==> src/logic/can_cfg_pkg.sv <==
// Package: register map, field layouts, reset values and frame constants of the config block
package can_cfg_pkg;

  // Core clock rate, used to turn microsecond figures into cycle counts
  localparam int CLK_MHZ = 20;

  // Register addresses on the serial register interface
  localparam logic [11:0] ADDR_BUS_CFG = 12'h041;
  localparam logic [11:0] ADDR_SYS_CFG = 12'h046;
  localparam logic [11:0] ADDR_BUS_STAT = 12'h072;

  // Writable bit masks and reset values after startup
  localparam logic [7:0] SYS_CFG_MASK = 8'h0F;
  localparam logic [7:0] SYS_CFG_RESET = 8'h02;
  localparam logic [7:0] BUS_CFG_MASK = 8'h33;
  localparam logic [7:0] BUS_CFG_SEC_BIT = 8'h10;
  localparam logic [7:0] BUS_CFG_RESET = 8'h00;
  localparam logic [7:0] READ_UNMAPPED = 8'h00;

  // Serial frame: 12 address bits, 3 pad bits, read flag, then 8 data bits
  localparam logic [4:0] FRAME_HDR_BITS = 5'h10;
  localparam logic [4:0] FRAME_ALL_BITS = 5'h18;

  // Stuck-level detector channels
  localparam int DET_SILENCE = 0;
  localparam int DET_BUS = 1;
  localparam int DET_TX = 2;
  localparam int DET_TX2 = 3;
  localparam int DET_N = 4;

  // System configuration layout
  typedef struct packed {
    logic [3:0] unused;
    logic batteryClampDisable;
    logic receivePinIrqSelect;
    logic longUvTimeoutSelect;
    logic supplyArrangementSelect;
  } sys_cfg_t;

  // Bus configuration layout
  typedef struct packed {
    logic [1:0] unusedHi;
    logic localLoopbackEnable;
    logic secondaryLoopbackEnable;
    logic [1:0] unusedLo;
    logic lowPowerListenEnable;
    logic wakePatternSelect;
  } bus_cfg_t;

  // Bus status layout
  typedef struct packed {
    logic readyToTransmit;
    logic [2:0] unused;
    logic busSilenceFlag;
    logic busClampedFlag;
    logic secondaryTxClampedFlag;
    logic primaryTxClampedFlag;
  } bus_stat_t;

  // One register access decoded from a serial frame
  typedef struct packed {
    logic [11:0] addr;
    logic isRead;
    logic [7:0] data;
  } reg_access_t;

endpackage : can_cfg_pkg

==> src/logic/spi_frame_slave.sv <==
// Serial register interface slave: samples the pins on the core clock and decodes frames
`timescale 1ns/10ps
module spi_frame_slave (
  input wire logic clk,
  input wire logic sys_rst,
  input wire logic sckPin,
  input wire logic csPin_n,
  input wire logic mosiPin,
  input wire logic [7:0] rdData,
  output can_cfg_pkg::reg_access_t access,
  output logic writeStb,
  output logic misoOut,
  output logic misoOe
);
  import can_cfg_pkg::*;

  logic [2:0] sckSync;
  logic [1:0] csSync;
  logic [1:0] mosiSync;
  logic [4:0] bitCount;
  logic [23:0] shiftIn;
  logic [7:0] shiftOut;
  logic [4:0] next_bitCount;
  logic [23:0] next_shiftIn;
  logic [7:0] next_shiftOut;
  reg_access_t next_access;
  logic next_writeStb;
  logic next_misoOut;
  logic next_misoOe;
  logic sckRise;
  logic sckFall;
  logic selected;

  // Two-stage synchronisers; edge detection looks only at stage two and beyond
  always_ff @(posedge clk) begin
    if (sys_rst) begin
      sckSync <= '0;
      csSync <= 2'b11;
      mosiSync <= '0;
    end else begin
      sckSync <= {sckSync[1:0], sckPin};
      csSync <= {csSync[0], csPin_n};
      mosiSync <= {mosiSync[0], mosiPin};
    end
  end

  assign sckRise = sckSync[1] & ~sckSync[2];
  assign sckFall = ~sckSync[1] & sckSync[2];
  assign selected = ~csSync[1];

  // Frame decode: sample on rising edges, shift reply out on falling edges
  always_comb begin
    next_bitCount = bitCount;
    next_shiftIn = shiftIn;
    next_shiftOut = shiftOut;
    next_access = access;
    next_writeStb = 1'b0;
    next_misoOut = misoOut;
    next_misoOe = selected;
    if (!selected) begin
      next_bitCount = '0;
      next_misoOut = 1'b0;
    end else if (sckRise) begin
      next_shiftIn = {shiftIn[22:0], mosiSync[1]};
      if (bitCount != FRAME_ALL_BITS) begin
        next_bitCount = bitCount + 5'h01;
      end
      if (bitCount == FRAME_HDR_BITS - 5'h01) begin
        // Header complete: latch address and read flag for the register decoder
        next_access.addr = shiftIn[14:3];
        next_access.isRead = mosiSync[1];
      end
      if (bitCount == FRAME_ALL_BITS - 5'h01) begin
        // Extra bits past the frame are ignored rather than starting a new access
        next_access.data = {shiftIn[6:0], mosiSync[1]};
        next_writeStb = ~access.isRead;
      end
    end else if (sckFall && bitCount >= FRAME_HDR_BITS) begin
      if (bitCount == FRAME_HDR_BITS) begin
        // Read data is taken here, once the new address has reached the decoder;
        // loading at the header edge would return the previous frame's register
        next_misoOut = rdData[7];
        next_shiftOut = {rdData[6:0], 1'b0};
      end else begin
        next_misoOut = shiftOut[7];
        next_shiftOut = {shiftOut[6:0], 1'b0};
      end
    end
  end

  // Frame state registers
  always_ff @(posedge clk) begin
    if (sys_rst) begin
      bitCount <= '0;
      shiftIn <= '0;
      shiftOut <= '0;
      access <= '0;
      writeStb <= 1'b0;
      misoOut <= 1'b0;
      misoOe <= 1'b0;
    end else begin
      bitCount <= next_bitCount;
      shiftIn <= next_shiftIn;
      shiftOut <= next_shiftOut;
      access <= next_access;
      writeStb <= next_writeStb;
      misoOut <= next_misoOut;
      misoOe <= next_misoOe;
    end
  end

endmodule : spi_frame_slave

==> src/logic/can_transceiver_config_status.sv <==
// Configuration and status register group of the CAN transceiver with its steering logic
`timescale 1ns/10ps
module can_transceiver_config_status #(
  parameter bit HAS_SECONDARY = 1'b1,
  parameter int SILENCE_US = 1000000,
  parameter int CLAMP_US = 4000
) (
  input wire logic clk,
  input wire logic sys_rst,
  input wire logic startupDone,
  input wire logic sckPin,
  input wire logic csPin_n,
  input wire logic mosiPin,
  output logic misoOut,
  output logic misoOe,
  input wire logic txdPin,
  input wire logic secondary_transmit_in,
  input wire logic busDominantPin,
  input wire logic activeMode,
  input wire logic txReady,
  input wire logic lowPowerMode,
  input wire logic wakeOrPowerOnEvent,
  input wire logic anyEnabledEvent,
  input wire logic gpio1IsSecondaryRx,
  input wire logic gpio2IsSecondaryTx,
  output logic rxdOut,
  output logic secondary_receive_out,
  output logic driveDominant,
  output logic battery_clamp_disable,
  output logic long_uv_timeout_select,
  output logic biasFromLogicSupply,
  output logic low_power_listen_enable,
  output logic wake_pattern_select
);
  import can_cfg_pkg::*;

  // Cycle counts derived from the microsecond figures
  localparam logic [31:0] SILENCE_CYC = 32'(SILENCE_US * CLK_MHZ);
  localparam logic [31:0] CLAMP_CYC = 32'(CLAMP_US * CLK_MHZ);
  localparam logic [7:0] BUS_WR_MASK = HAS_SECONDARY ? BUS_CFG_MASK
                                                     : (BUS_CFG_MASK & ~BUS_CFG_SEC_BIT);

  sys_cfg_t sysCfg;
  bus_cfg_t busCfg;
  sys_cfg_t next_sysCfg;
  bus_cfg_t next_busCfg;
  bus_stat_t busStat;
  reg_access_t access;
  logic writeStb;
  logic [7:0] rdData;
  logic [1:0] txdSync;
  logic [1:0] txd2Sync;
  logic [1:0] busSync;
  logic [DET_N-1:0] detLevel;
  logic [DET_N-1:0] detFlag;
  logic secLoopOn;
  logic next_rxdOut;
  logic next_rxd2Out;
  logic next_driveDominant;

  // Register interface framing lives in the serial slave
  spi_frame_slave spi_frame_slave_i (
    .clk(clk),
    .sys_rst(sys_rst),
    .sckPin(sckPin),
    .csPin_n(csPin_n),
    .mosiPin(mosiPin),
    .rdData(rdData),
    .access(access),
    .writeStb(writeStb),
    .misoOut(misoOut),
    .misoOe(misoOe)
  );

  // Pin synchronisers for the transmit inputs and the bus comparator
  always_ff @(posedge clk) begin
    if (sys_rst) begin
      txdSync <= 2'b11;
      txd2Sync <= 2'b11;
      busSync <= '0;
    end else begin
      txdSync <= {txdSync[0], txdPin};
      txd2Sync <= {txd2Sync[0], secondary_transmit_in};
      busSync <= {busSync[0], busDominantPin};
    end
  end

  // Config writes; reserved bits are masked so they always read zero
  always_comb begin
    next_sysCfg = sysCfg;
    next_busCfg = busCfg;
    if (!startupDone) begin
      // Defaults are held until startup has completed
      next_sysCfg = sys_cfg_t'(SYS_CFG_RESET);
      next_busCfg = bus_cfg_t'(BUS_CFG_RESET);
    end else if (writeStb) begin
      if (access.addr == ADDR_SYS_CFG) begin
        next_sysCfg = sys_cfg_t'(access.data & SYS_CFG_MASK);
      end
      if (access.addr == ADDR_BUS_CFG) begin
        next_busCfg = bus_cfg_t'(access.data & BUS_WR_MASK);
      end
    end
  end

  // Config registers
  always_ff @(posedge clk) begin
    if (sys_rst) begin
      sysCfg <= sys_cfg_t'(SYS_CFG_RESET);
      busCfg <= bus_cfg_t'(BUS_CFG_RESET);
    end else begin
      sysCfg <= next_sysCfg;
      busCfg <= next_busCfg;
    end
  end

  // Detector inputs: silence is a long recessive bus, clamps are long dominant levels
  assign detLevel[DET_SILENCE] = ~busSync[1];
  assign detLevel[DET_BUS] = busSync[1];
  assign detLevel[DET_TX] = ~txdSync[1];
  assign detLevel[DET_TX2] = HAS_SECONDARY & gpio2IsSecondaryTx & ~txd2Sync[1];

  // Stuck-level timers; flag rises at the limit and drops as soon as the level ends
  for (genvar i = 0; i < DET_N; i++) begin : gDet
    localparam logic [31:0] LIMIT = (i == DET_SILENCE) ? SILENCE_CYC : CLAMP_CYC;
    logic [31:0] count;
    logic [31:0] next_count;

    always_comb begin
      next_count = '0;
      if (detLevel[i]) begin
        next_count = (count == LIMIT) ? count : count + 32'h0000_0001;
      end
    end

    always_ff @(posedge clk) begin
      if (sys_rst) begin
        count <= '0;
      end else begin
        count <= next_count;
      end
    end

    assign detFlag[i] = (count == LIMIT);
  end

  // Status view, a live reflection of the block state
  always_comb begin
    busStat = '0;
    busStat.readyToTransmit = activeMode & txReady;
    busStat.busSilenceFlag = detFlag[DET_SILENCE];
    busStat.busClampedFlag = detFlag[DET_BUS];
    busStat.secondaryTxClampedFlag = HAS_SECONDARY & detFlag[DET_TX2];
    busStat.primaryTxClampedFlag = detFlag[DET_TX];
  end

  // Read decode; unmapped addresses read zero, status ignores writes
  always_comb begin
    unique case (access.addr)
      ADDR_SYS_CFG: rdData = sysCfg;
      ADDR_BUS_CFG: rdData = busCfg;
      ADDR_BUS_STAT: rdData = busStat;
      default: rdData = READ_UNMAPPED;
    endcase
  end

  // Secondary loopback needs both general pins set up as secondary pins
  assign secLoopOn = HAS_SECONDARY & busCfg.secondaryLoopbackEnable
                     & gpio1IsSecondaryRx & gpio2IsSecondaryTx;

  // Receive-side and transmit-side steering
  always_comb begin
    if (lowPowerMode) begin
      // Receive pin goes low to flag a pending event
      next_rxdOut = sysCfg.receivePinIrqSelect ? ~anyEnabledEvent
                                               : ~wakeOrPowerOnEvent;
    end else if (busCfg.localLoopbackEnable) begin
      next_rxdOut = txdSync[1];
    end else begin
      next_rxdOut = ~busSync[1];
    end
    next_rxd2Out = secLoopOn ? txd2Sync[1] : ~busSync[1];
    // A clamped primary input is kept off the bus so it cannot block traffic
    next_driveDominant = activeMode & ~busCfg.localLoopbackEnable & ~secLoopOn
                         & ((~txdSync[1] & ~detFlag[DET_TX]) | detLevel[DET_TX2]);
  end

  // Registered pin and control outputs
  always_ff @(posedge clk) begin
    if (sys_rst) begin
      rxdOut <= 1'b1;
      secondary_receive_out <= 1'b1;
      driveDominant <= 1'b0;
      battery_clamp_disable <= 1'b0;
      long_uv_timeout_select <= 1'b1;
      biasFromLogicSupply <= 1'b0;
      low_power_listen_enable <= 1'b0;
      wake_pattern_select <= 1'b0;
    end else begin
      rxdOut <= next_rxdOut;
      secondary_receive_out <= next_rxd2Out;
      driveDominant <= next_driveDominant;
      battery_clamp_disable <= sysCfg.batteryClampDisable;
      long_uv_timeout_select <= sysCfg.longUvTimeoutSelect;
      biasFromLogicSupply <= sysCfg.supplyArrangementSelect;
      low_power_listen_enable <= busCfg.lowPowerListenEnable;
      wake_pattern_select <= busCfg.wakePatternSelect;
    end
  end

endmodule : can_transceiver_config_status

==> config.mk <==
export PLATFORM = sky130hd
export DESIGN_NAME = can_transceiver_config_status
export DESIGN_NICKNAME = d
export VERILOG_FILES = /design/src/logic/can_cfg_pkg.sv /design/src/logic/spi_frame_slave.sv /design/src/logic/can_transceiver_config_status.sv
export SDC_FILE = /design/constraint.sdc
export NUM_CORES = 1
export LEC_CHECK = 0
export BUFFER_PORTS_ARGS = -buffer_cell sky130_fd_sc_hd__buf_2
export CAP_MARGIN = 20
export CORE_MARGIN = 4
export CORE_UTILIZATION = 45
export DETAILED_ROUTE_END_ITERATION = 8
export PLACE_DENSITY = 0.58
export RECOVER_POWER = 25
export SETUP_SLACK_MARGIN = 0.05
export SYNTH_ARGS = -nofsm -noshare
export SYNTH_HDL_FRONTEND = slang
export SYNTH_SLANG_ARGS = --single-unit
==> constraint.sdc <==
create_clock -name clk -period 2.15 [get_ports clk]
set_clock_uncertainty 0.2 [all_clocks]
set_input_delay 0.1075 -clock clk [delete_from_list [all_inputs] [get_ports clk]]
set_output_delay 0.1075 -clock clk [all_outputs]
set_load 0.05 [all_outputs]
* Word-level counts from Yosys, hierarchy flattened *
Index checks and enable logic that the tools add are counted.

storage, ports and cells
  bits of input ports = 16
  memory bits (writable) = 0
  flip-flop bits (word level) = 207
  memories = 0
  bits in latches = 0
  bits in read-only memories = 0
  logic and storage cells = 102

operators by class
  $add $sub $neg = 5
  equality and inequality tests = 11
  multipliers = 0
  multiplexer cells = 7
  magnitude comparators = 1
  divide/modulo/power cells = 0
  reductions and logical operators = 16
  shift operators = 0
  bitwise operators = 27

operator list
  cell                   count
  $add 32x1->32 const B  4
  $eq 32x17->1 const B   3
  $eq 12x7->1 const B    3
  $eq 32x25->1 const B   1
  $pmux 8 s3             1
  $not 1->1              16
  $reduce_or 2->1        6
  $and 1x1->1            10
  $eq 5x5->1 const B     2
  $reduce_and 2->1       5
  $reduce_and 3->1       3
  $mux 8                 1
  $add 5x1->5 const B    1
  $eq 5x4->1 const B     1
  $ge 5x5->1 const B     1
  $mux 1                 5
  $ne 5x5->1 const B     1
  $reduce_or 4->1        1
  $logic_and 1x1->1      1
  $or 1x1->1             1

* Longest topological paths before layout *
Gate-level depths: netlist of the first run.

  depth after elaboration = 5
  mapped depth = 8

* Hierarchy *
Synthesis of the first run repeated with hierarchy kept, for this count alone.

second synthesis, totals
  cells, all modules = 1157
  area, all modules = 9803.2 um^2

by module, submodules not included
  module                         area an instance (um^2)  cells each  instances
  can_transceiver_config_status  7598.5                   905         1
  spi_frame_slave                2204.6                   252         1

* Least setup slack after synthesis of the first run *
Ideal clock, no wire load.

  path type = register to register
  start point = register spi_frame_slave_i.bitCount[0]
  end point = register spi_frame_slave_i.access[0] (netlist name)
  stages on the path, launching flop included = 7
  library setup time = 0.128 ns
  buffers on the path = 0
  slack = 0.197 ns
  required time = 1.822 ns
  arrival time = 1.625 ns
  cell sequence = dfxtp_1 > ha_1 > nand2_1 > or4_1 > nor2_2 > mux2i_1 > nor2_1

between the ends
  word-level cells in the longest chain between the ends = 2

RTL lines
  item                        RTL line                RTL
  from (decl)                 spi_frame_slave.sv:20   logic [4:0] bitCount;
  from (signal assigned)      spi_frame_slave.sv:102  bitCount <= next_bitCount;
  $eq 5x5->1                  spi_frame_slave.sv:73   if (bitCount == FRAME_ALL_BITS - 5'h01) begin
  $reduce_and 3->1 (no line)  --

No other way between the ends.
A chain may end at the register's enable or synchronous reset.

* Worst setup path in the final report of the first run *
  start point = register gDet[0].count[17]
  end point = register gDet[0].count[31]

between the ends
  word-level cells in the longest chain between the ends = 1
  elaborated cells between the ends (all ways) = 2

RTL lines
  item                                           RTL line                              RTL
  from (decl)                                    can_transceiver_config_status.sv:126  logic [31:0] count;
  from (signal assigned)                         can_transceiver_config_status.sv:140  count <= next_count;
  $add 32x1->32 or $eq 32x25->1 (tied branches)  can_transceiver_config_status.sv:132  next_count = (count == LIMIT) ? count : count + 32'h0000_0001;

Several ways; a longest one is shown, not always the timed one.

==> results.cfg, run 1 <==
[outcome]
status = complete, no violations

[cts]
clk_latency_ns = 0.51
htreeDepth = 1
cts_tree = yes
path_clk_slew_ns = 0.06
cts_buffers = 23
clk_path_buf_depth = 3
cts.sinks = 206
cts-root-buf = clkbuf_16

[worst_setup_path]
required_ns = 2.33
cp-end-kind = flop
cp-start-kind = flop
endpoint = gDet[0].count[31]
crit_arrival_ns = 2.20
criticalPathCategory = flop to flop
r2r_cells = 5
rrSetupSlack_ns = 0.13
reg2reg_from = gDet[0].count[17]
critPathMaxFanout = 5
critPathLaunch = gDet[0].count[17]
r2r_end = gDet[0].count[31]

[cells_and_area]
drive_above_1_share = 0.1059
nNetsFinal = 1120
area_delta_synth_final_pct = 16.20
final_area_mm2 = 0.01044
num_antenna_cells = 0
fin_cells = 1370

[floorplanning]
start_util = 0.4599
core_mm2 = 0.01953
fp.dieArea_mm2 = 0.02228
num_rows = 51
die_h_um = 149.3
fp.dieW_um = 149.3
io_pins = 26

[logic_synthesis]
yosys_warnings = 0
synth_seq_area_share = 0.4592
synth_nets = 1055
synth-edff-count = 0
syn_area_mm2 = 0.008980
yosys_most_used_dff = dfxtp_1
synthDistinctLibCells = 55
async_flop_share = 0
ys_ff_latch = 206
syn_avg_cell_area_um2 = 8.735
synth_cells = 1028

[timing]
setup_viol = 0
period_minus_slack_ns = 2.020
tns_ns = 0
relSlewSlack = 0.4219
drv_slew = 0
worstMarginPinSlew_ns = 0.8672
post-route-period-util = 0.9397
rsz0062_at_grt = true
hold_viol = 0
fmax_ghz = 0.4950

[grt]
grt_start_max_net_pins = 33
grt_pass1_wl_um = 32870
grt_use_total = 0.1733
antenna_found_initial = 0
first_global_vias = 6709
grt-ovfl-total = 0

[place]
place_area_mm2 = 0.009522
numPlacedInstances = 1310
portBuffers = 25
place_congestion = 0.8403
dpl.hpwl_um = 12860

[pwr]
powerDensity_mw_per_mm2 = 719.9
peakVddDrop_uv = 619.8
p_leak_uw = 0.003507

[route]
wl_per_cell_um = 14.02
drtIter0Drc = 381
drt-pass1-iter-count = 5
drc = 0
ant_nets = 0
drt_wl_total_um = 19210
num_vias = 7089
viasPerCell = 5.174

[flow_run]
maxCapViolCount = 0

[worst_hold_path]
hp-start = mosiPin
hold_path_class = input port to flop
whs_path_depth = 3
## per-layer routing
layer | track usage | routed length [um]
met1 | 0.2477 | 9759
met2 | 0.2759 | 8471
met3 | 0.02765 | 609
met4 | 0.04119 | 368
met5 | 0 | 0
## worst max-delay path: stages, from the launching register on
cell and delay [ns]:
dfxtp_1 0.42, nand4_2 0.17, or4_4 0.61, nor4_4 0.30, xnor2_1 0.15, nor2_1 0.05
## power breakdown
group,switching [uW],internal (uW),total (uW)
logic,91.0,64.0,155
registers,14.9,3840,3850
clock network,1480,2020,3500
total,1590,5920,7510
## synth_stat cells (3+ instances only)
library cell  number  area (um^2)
dfxtp_1          206         4124
nor2_1           156        585.6
nand2_1          104        390.4
xor2_1            68        595.6
nand4_1           52        325.3
a21oi_1           50        250.2
nand3_1           46        230.2
xnor2_1           41        359.1
clkbuf_1          33        123.9
inv_1             28        105.1
nor3_1            22        110.1
nor4_1            22        137.6
mux2i_1           20        200.2
or3_1             16        100.1
and4_1            15        131.4
and3_1            14        87.58
o21ai_0           13        65.06
nor2b_1           12        75.07
ha_1              11        137.6
nor4b_1           11        96.34
or2_2             11        68.82
nand2b_1           8        50.05
a211oi_1           5        37.54
nor4_4             5        106.4
a221oi_1           4        35.03
and2_1             4        25.02
buf_2              4        20.02
nand4b_1           4        35.03
or3b_1             4        35.03
and3b_1            3        26.28
buf_1              3        11.26
nor4_2             3        37.54
o21ai_1            3        15.01
## cells by family after synthesis
kind of cell,Yosys count,synth area share
buffers and inverters,68,0.02898
adder cells (fa/ha/maj),11,0.01533
flip-flops,206,0.4592
multiplexers,21,0.02355
AND/OR/NAND/NOR,528,0.3120
XOR/XNOR,109,0.1063
AO/OA/AOI/OAI,85,0.05462
## state kept, by name (all words and copies together) (netlist names), 2 cells and up
name	count
spi_frame_slave_i.csSync	2
txd2Sync	2
spi_frame_slave_i.bitCount	5
busCfg	4
spi_frame_slave_i.access	19
gDet.count	128
spi_frame_slave_i.shiftIn	15
sysCfg	4
spi_frame_slave_i.shiftOut	7
busSync	2
spi_frame_slave_i.mosiSync	2
txdSync	2
spi_frame_slave_i.sckSync	3
## cell type report
type | instances | area, um^2
Fill cell | 1862 | 9091
Multi-Input combinational cell | 754 | 4639
Sequential cell | 206 | 4131
Clock buffer | 31 | 625.6
Timing Repair Buffer | 80 | 565.5
Tap cell | 265 | 331.6
Inverter | 28 | 105.1
Clock inverter | 6 | 36.28
## worst min-delay path by stage
| stage | slack (ns) | end |
|---|---|---|
| 2_1_floorplan | 0.01 | spi_frame_slave_i.csSync[0] |
| 3_3_place_gp | 0.09 | txd2Sync[0] |
| 3_5_place_dp | 0.09 | txd2Sync[0] |
| 4_1_cts | 0.15 | spi_frame_slave_i.mosiSync[0] |
| 5_1_grt | 0.22 | spi_frame_slave_i.mosiSync[0] |
| 6_report | 0.18 | spi_frame_slave_i.mosiSync[0] |
## stage by stage
step                hold slack [ns]  utilization  total power [uW]  setup WS, ns
floorplan                   0.01131            -              4018        0.1971
global placement            0.09159       0.4876              4066       0.08047
detailed placement          0.09409       0.4876              4067       0.09114
CTS                          0.1492       0.5318              7637       0.06231
global route                 0.2228       0.5344              7812       0.03269
finish                       0.1799       0.5344              7512        0.1297
## layout by cell type (no fill, tap or decap), types with 9 or more instances in the layout
master,instances
nor3_1,22
or2_2,10
inv_1,28
nand3_1,45
nor4b_1,9
nand2_1,104
xnor2_1,41
dfxtp_1,200
xor2_1,68
nor2b_1,12
and3_1,13
buf_4,31
nor4_1,21
dlygate4sd3_1,20
o21ai_0,13
a21oi_1,50
clkbuf_1,18
ha_1,11
nand4_1,52
mux2i_1,20
and4_1,15
nor2_1,155
buf_2,15
or3_1,15
clkbuf_16,23
## what timing repair did
item,in CTS,in global routing
endpoints found under the setup margin,0,27
buffers inserted,0,3
endpoints found under the hold margin,40,0
hold buffers,20,0
resized for setup,0,15
Power figures use the tool's default switching activity.
==> run 2, diff against run 1 <==
--- a/config.mk
+++ b/config.mk
@@ -9,9 +9,12 @@
 export CAP_MARGIN = 20
 export CORE_MARGIN = 4
 export CORE_UTILIZATION = 45
+export CTS_BUF_LIST = sky130_fd_sc_hd__clkbuf_8 sky130_fd_sc_hd__clkbuf_16
 export DETAILED_ROUTE_END_ITERATION = 8
+export MAX_ROUTING_LAYER = met4
 export PLACE_DENSITY = 0.58
 export RECOVER_POWER = 25
+export REMOVE_ABC_BUFFERS = 1
 export SETUP_SLACK_MARGIN = 0.05
 export SYNTH_ARGS = -nofsm -noshare
 export SYNTH_HDL_FRONTEND = slang
==> run 2 against run 1 <==
Against the previous run:
- critical endpoint unchanged
- cell area increased by 0.97%
- setup slack better by 0.0055 ns
- highest routed layer unchanged
- sequential share of layout area is 0.42 points lower
- non-clock buffer count shrank 4
==> results.cfg, run 2 (synthesis gave the netlist of run 1 again) <==
[cts]
htreeDepth = 1
cts_tree = yes
clk_latency_ns = 0.51
path_clk_slew_ns = 0.06
cts_buffers = 24
cts.sinks = 206
cts-root-buf = clkbuf_16
clk_path_buf_depth = 3

[worst_setup_path]
crit_arrival_ns = 2.18
critPathMaxFanout = 6
cp.buffers_inverters = 0
cpPeakStageDelay_ns = 0.60
cp-start-kind = flop
required_ns = 2.31
cp_num_cells = 5
reg2reg_from = gDet[0].count[15]
criticalPathCategory = flop to flop
r2r_end = gDet[0].count[31]
slowest_stage = or4_4
rrSetupSlack_ns = 0.14
crit_family = simple AND/OR/NAND/NOR gates
path_cells = nand4_2 -> or4_4 -> nor4_4 -> xnor2_1 -> nor2_1
cp-end-kind = flop
r2r_cells = 5

[cells_and_area]
drive_above_1_share = 0.1110
nNetsFinal = 1117
num_antenna_cells = 0
final_cell_mix = dfxtp_1 (203), nor2_1 (156), nand2_1 (104)
largest_registers = gDet.count: 128 flops, spi_frame_slave_i.access: 19 flops, spi_frame_slave_i.shiftIn: 15 flops
final_area_mm2 = 0.01054
nFillCells = 1865
area_delta_synth_final_pct = 17.33
largest_reg_flops = 128
largest-register = gDet.count
final_common_cell = dfxtp_1

[pwr]
p_leak_uw = 0.003586
netSwitchingFraction = 0.2057
powerDensity_mw_per_mm2 = 756.1
p_sw_uw = 1638
internal-power_uw = 6328
pwr-share-seq = 0.484
combPwrFrac = 0.019
total_power_uw = 7967
peakVddDrop_uv = 563.5
clockPowerShare = 0.497

[grt]
grt_pass1_wl_um = 31350
grt.met1_usage = 0.2385
grt_start_max_net_pins = 33
antenna_found_initial = 0
globalRouteMet3Util = 0.03008
first_global_vias = 6452
grt_use_total = 0.1715
gr-usage-met2 = 0.2643
grt-ovfl-total = 0
grt-busiest-layer = met2

[floorplanning]
core_mm2 = 0.01953
start_util = 0.4599
die_h_um = 149.3
num_rows = 51
io_pins = 26
fp.dieW_um = 149.3
fp.dieArea_mm2 = 0.02228

[timing]
hold_viol = 0
setup_viol = 0
rsz0062_at_grt = false
tns_ns = 0
relSlewSlack = 0.5596
drv_slew = 0
fmax_ghz = 0.4963
period_minus_slack_ns = 2.015
worstMarginPinSlew_ns = 0.6605
post-route-period-util = 0.9371

[route]
drc = 0
wl_per_cell_um = 13.29
ant_nets = 0
drtIter0Drc = 278
num_vias = 7057
viasPerCell = 5.140
drt_wl_total_um = 18240
drt-pass1-iter-count = 5

[worst_hold_path]
hold_path_class = input port to flop
whs_path_depth = 4
hp-start = anyEnabledEvent
holdPathEnd = rxdOut

[place]
place_area_mm2 = 0.009527
portBuffers = 25
place_congestion = 0.7752
dpl.hpwl_um = 12440

[flow_run]
maxCapViolCount = 0

[outcome]
status = complete, no violations
-- run 2: worst reg2reg max path: stages (launching register included) --
cell	delay, ns
dfxtp_1	0.42
nand4_2	0.16
or4_4	0.60
nor4_4	0.30
xnor2_1	0.14
nor2_1	0.05
-- run 2: metal layers --
layer	vias up	routed length (um)
met4	0	239
met5	-	0
met1	3264	9124
met3	25	612
li1	3688	-
met2	80	8267
-- run 2: area by class of cell --
type                       instances  area, um^2  area share
sequential                       206        4128      0.3918
clock buffer                      31       708.2     0.06721
clock inverter                    13       86.33    0.008194
inverter                          28       105.1    0.009975
multi-input combinational        754        4633      0.4397
tap                              265       331.6     0.03147
timing repair buffer              76       544.3     0.05166
-- run 2: what timing repair did --
action,in CTS,in global routing
setup buffers,0,2
endpoints found under the setup margin,0,24
endpoints found under the hold margin,56,0
gates resized for setup,0,11
hold buffers,18,0
-- run 2: through the flow --
stage	std cells	setup slack, ns	hold slack, ns	utilization
after floorplan	988	0.2102	-0.02343	-
after global placement	1309	0.1313	0.09347	0.4879
after detailed placement	1309	0.1156	0.09191	0.4879
after CTS	1371	0.1057	0.05344	0.5378
after global routing	1373	0.05009	0.08217	0.5396
final	1373	0.1352	0.07739	0.5396
-- run 2: worst max-delay path by stage --
stage / startpoint / endpoint / slack (ns)
detailed placement: gDet[0].count[14] / spi_frame_slave_i.shiftOut[4] / 0.12
CTS: gDet[0].count[14] / spi_frame_slave_i.shiftOut[4] / 0.11
finish: gDet[0].count[15] / gDet[0].count[31] / 0.14
global placement: gDet[0].count[14] / gDet[0].count[31] / 0.13
global route: gDet[0].count[0] / spi_frame_slave_i.shiftOut[4] / 0.05
floorplan: spi_frame_slave_i.bitCount[0] / spi_frame_slave_i.access[0] / 0.21
-- run 2: power groups by stage --
stage	Clock (uW)	Sequential (uW)	Combinational (uW)
after floorplan	0	3940	59.2
after global placement	0	3940	133
after detailed placement	0	3940	133
after CTS	4100	3850	157
after global routing	4290	3850	173
final	3960	3850	154
==> run 3, diff against run 2 <==
--- a/config.mk
+++ b/config.mk
@@ -11,11 +11,11 @@
 export CORE_UTILIZATION = 45
 export CTS_BUF_LIST = sky130_fd_sc_hd__clkbuf_8 sky130_fd_sc_hd__clkbuf_16
 export DETAILED_ROUTE_END_ITERATION = 8
+export GPL_ROUTABILITY_DRIVEN = 1
 export MAX_ROUTING_LAYER = met4
-export PLACE_DENSITY = 0.58
+export PLACE_DENSITY = 0.61
 export RECOVER_POWER = 25
 export REMOVE_ABC_BUFFERS = 1
-export SETUP_SLACK_MARGIN = 0.05
 export SYNTH_ARGS = -nofsm -noshare
 export SYNTH_HDL_FRONTEND = slang
 export SYNTH_SLANG_ARGS = --single-unit
==> run 3 against run 2 <==
Against the previous run:
- utilization decreased by 0.61 points
- clock power is 11% lower
- global-route usage increased by 0.17 points
- highest routed layer unchanged
- non-clock buffer count increased by 4
- flip-flop and latch count did not move
- register-to-register slack lost 0.02 ns
- sequential power hardly changed
- final cell count about the same
- combinational power hardly changed
==> results.cfg, run 3 (synthesis gave the netlist of run 1 again) <==
[timing]
setup_viol = 0
worstMarginPinSlew_ns = 0.6275
post-route-period-util = 0.9477
relSlewSlack = 0.5817
tns_ns = 0
fmax_ghz = 0.4908
period_minus_slack_ns = 2.038
drv_slew = 0
hold_viol = 0
rsz0062_at_grt = false
hold_ws_ns = 0.01898

[grt]
grt_start_max_net_pins = 33
grt_use_total = 0.1731
antenna_found_initial = 0
grt_pass1_wl_um = 31920
grt-ovfl-total = 0
first_global_vias = 6577

[worst_setup_path]
r2r_end = gDet[0].count[1]
critPathMaxFanout = 4
criticalPathCategory = flop to flop
cp-start-kind = flop
reg2reg_from = gDet[0].count[0]
cp-end-kind = flop
required_ns = 2.32
crit_arrival_ns = 2.20
r2r_cells = 8
rrSetupSlack_ns = 0.11

[route]
ant_nets = 0
num_vias = 7112
drt_wl_total_um = 18220
viasPerCell = 5.184
drt-pass1-iter-count = 5
drtIter0Drc = 376
drc = 0
wl_per_cell_um = 13.28

[outcome]
status = complete, no violations

[floorplanning]
num_rows = 51
start_util = 0.4599
fp.dieW_um = 149.3
io_pins = 26
core_mm2 = 0.01953
die_h_um = 149.3
fp.dieArea_mm2 = 0.02228

[worst_hold_path]
whs_path_depth = 4
holdPathEnd = rxdOut
hold_path_class = input port to flop
hp-start = wakeOrPowerOnEvent

[cells_and_area]
nNetsFinal = 1120
final_area_mm2 = 0.01042
largest_registers = gDet.count: 128 flops, spi_frame_slave_i.access: 19 flops, spi_frame_slave_i.shiftIn: 15 flops
largest_reg_flops = 128
largest-register = gDet.count
final_common_cell = dfxtp_1
final_cell_mix = dfxtp_1 (205), nor2_1 (156), nand2_1 (104)
multi_input_area_mm2 = 0.004602
area_delta_synth_final_pct = 16.01
nFillCells = 1866
drive_above_1_share = 0.09575
num_antenna_cells = 0
fin_cells = 1372
seq_area_mm2 = 0.004125

[place]
numPlacedInstances = 1313
portBuffers = 25
place_area_mm2 = 0.009557
place_congestion = 0.8037
dpl.hpwl_um = 12490

[pwr]
p_leak_uw = 0.003542
combPwrFrac = 0.020
internal-power_uw = 5966
netSwitchingFraction = 0.2090
peakVddDrop_uv = 718.4
total_power_uw = 7543
powerDensity_mw_per_mm2 = 724.1
clockPowerShare = 0.469
p_sw_uw = 1577
pwr-share-seq = 0.511

[flow_run]
maxCapViolCount = 0

[cts]
cts_tree = yes
clk_latency_ns = 0.50
cts-root-buf = clkbuf_16
cts_buffers = 23
path_clk_slew_ns = 0.05
cts.sinks = 206
htreeDepth = 1
clk_path_buf_depth = 3
run 3: routing by layer:
metal	part of all wire	track usage	wire (um)
met1	0.49	0.2352	8862
met2	0.45	0.2702	8260
met3	0.036	0.02796	659
met4	0.024	0.04622	437
met5	0	-	0
run 3: through the flow:
stage	util	setup slack, ns
detailed placement	0.4894	0.02615
global placement	0.4894	0.05072
global route	0.5335	0.004237
floorplan	-	0.2102
finish	0.5335	0.1124
CTS	0.5337	0.01727
run 3: layout make-up:
class / instances / share of cell area
clock inverters: 12 / 0.005165
well taps: 265 / 0.03183
inverters: 28 / 0.01009
flip-flops and latches: 206 / 0.3960
repair buffers: 80 / 0.05465
multi-input cells: 754 / 0.4417
clock buffers: 27 / 0.06053
run 3: critical path, stage by stage (launching register included):
cell	delay [ns]
dfxtp_1	0.32
inv_1	0.09
ha_1	0.17
nor4b_2	0.26
nand4_1	0.21
nor4_4	0.25
buf_4	0.19
mux2i_1	0.19
nor2_1	0.05
run 3: repair_timing:
action,4_1_cts,5_1_grt
setup endpoints to repair,0,8
endpoints found under the hold margin,48,0
gates resized for setup,0,2
setup buffers,0,2
hold buffers,18,0
run 3: power groups by stage:
| stage | sequential [uW] | clock (uW) | combinational [uW] |
|---|---|---|---|
| after detailed placement | 3940 | 0 | 132 |
| after global routing | 3850 | 3820 | 170 |
| final | 3850 | 3540 | 152 |
| after floorplan | 3940 | 0 | 59.2 |
| after global placement | 3940 | 0 | 132 |
| after CTS | 3850 | 3670 | 157 |
run 3: worst max path at each step:
stage	from	cells after the start	end	slack [ns]
global route	gDet[0].count[0]	8	spi_frame_slave_i.shiftOut[4]	0.004
detailed placement	gDet[0].count[0]	7	spi_frame_slave_i.shiftOut[4]	0.03
floorplan	spi_frame_slave_i.bitCount[0]	6	spi_frame_slave_i.access[0]	0.21
CTS	gDet[0].count[0]	7	spi_frame_slave_i.shiftOut[4]	0.02
global placement	gDet[0].count[0]	7	spi_frame_slave_i.shiftOut[4]	0.05
finish	gDet[0].count[0]	8	gDet[0].count[1]	0.11
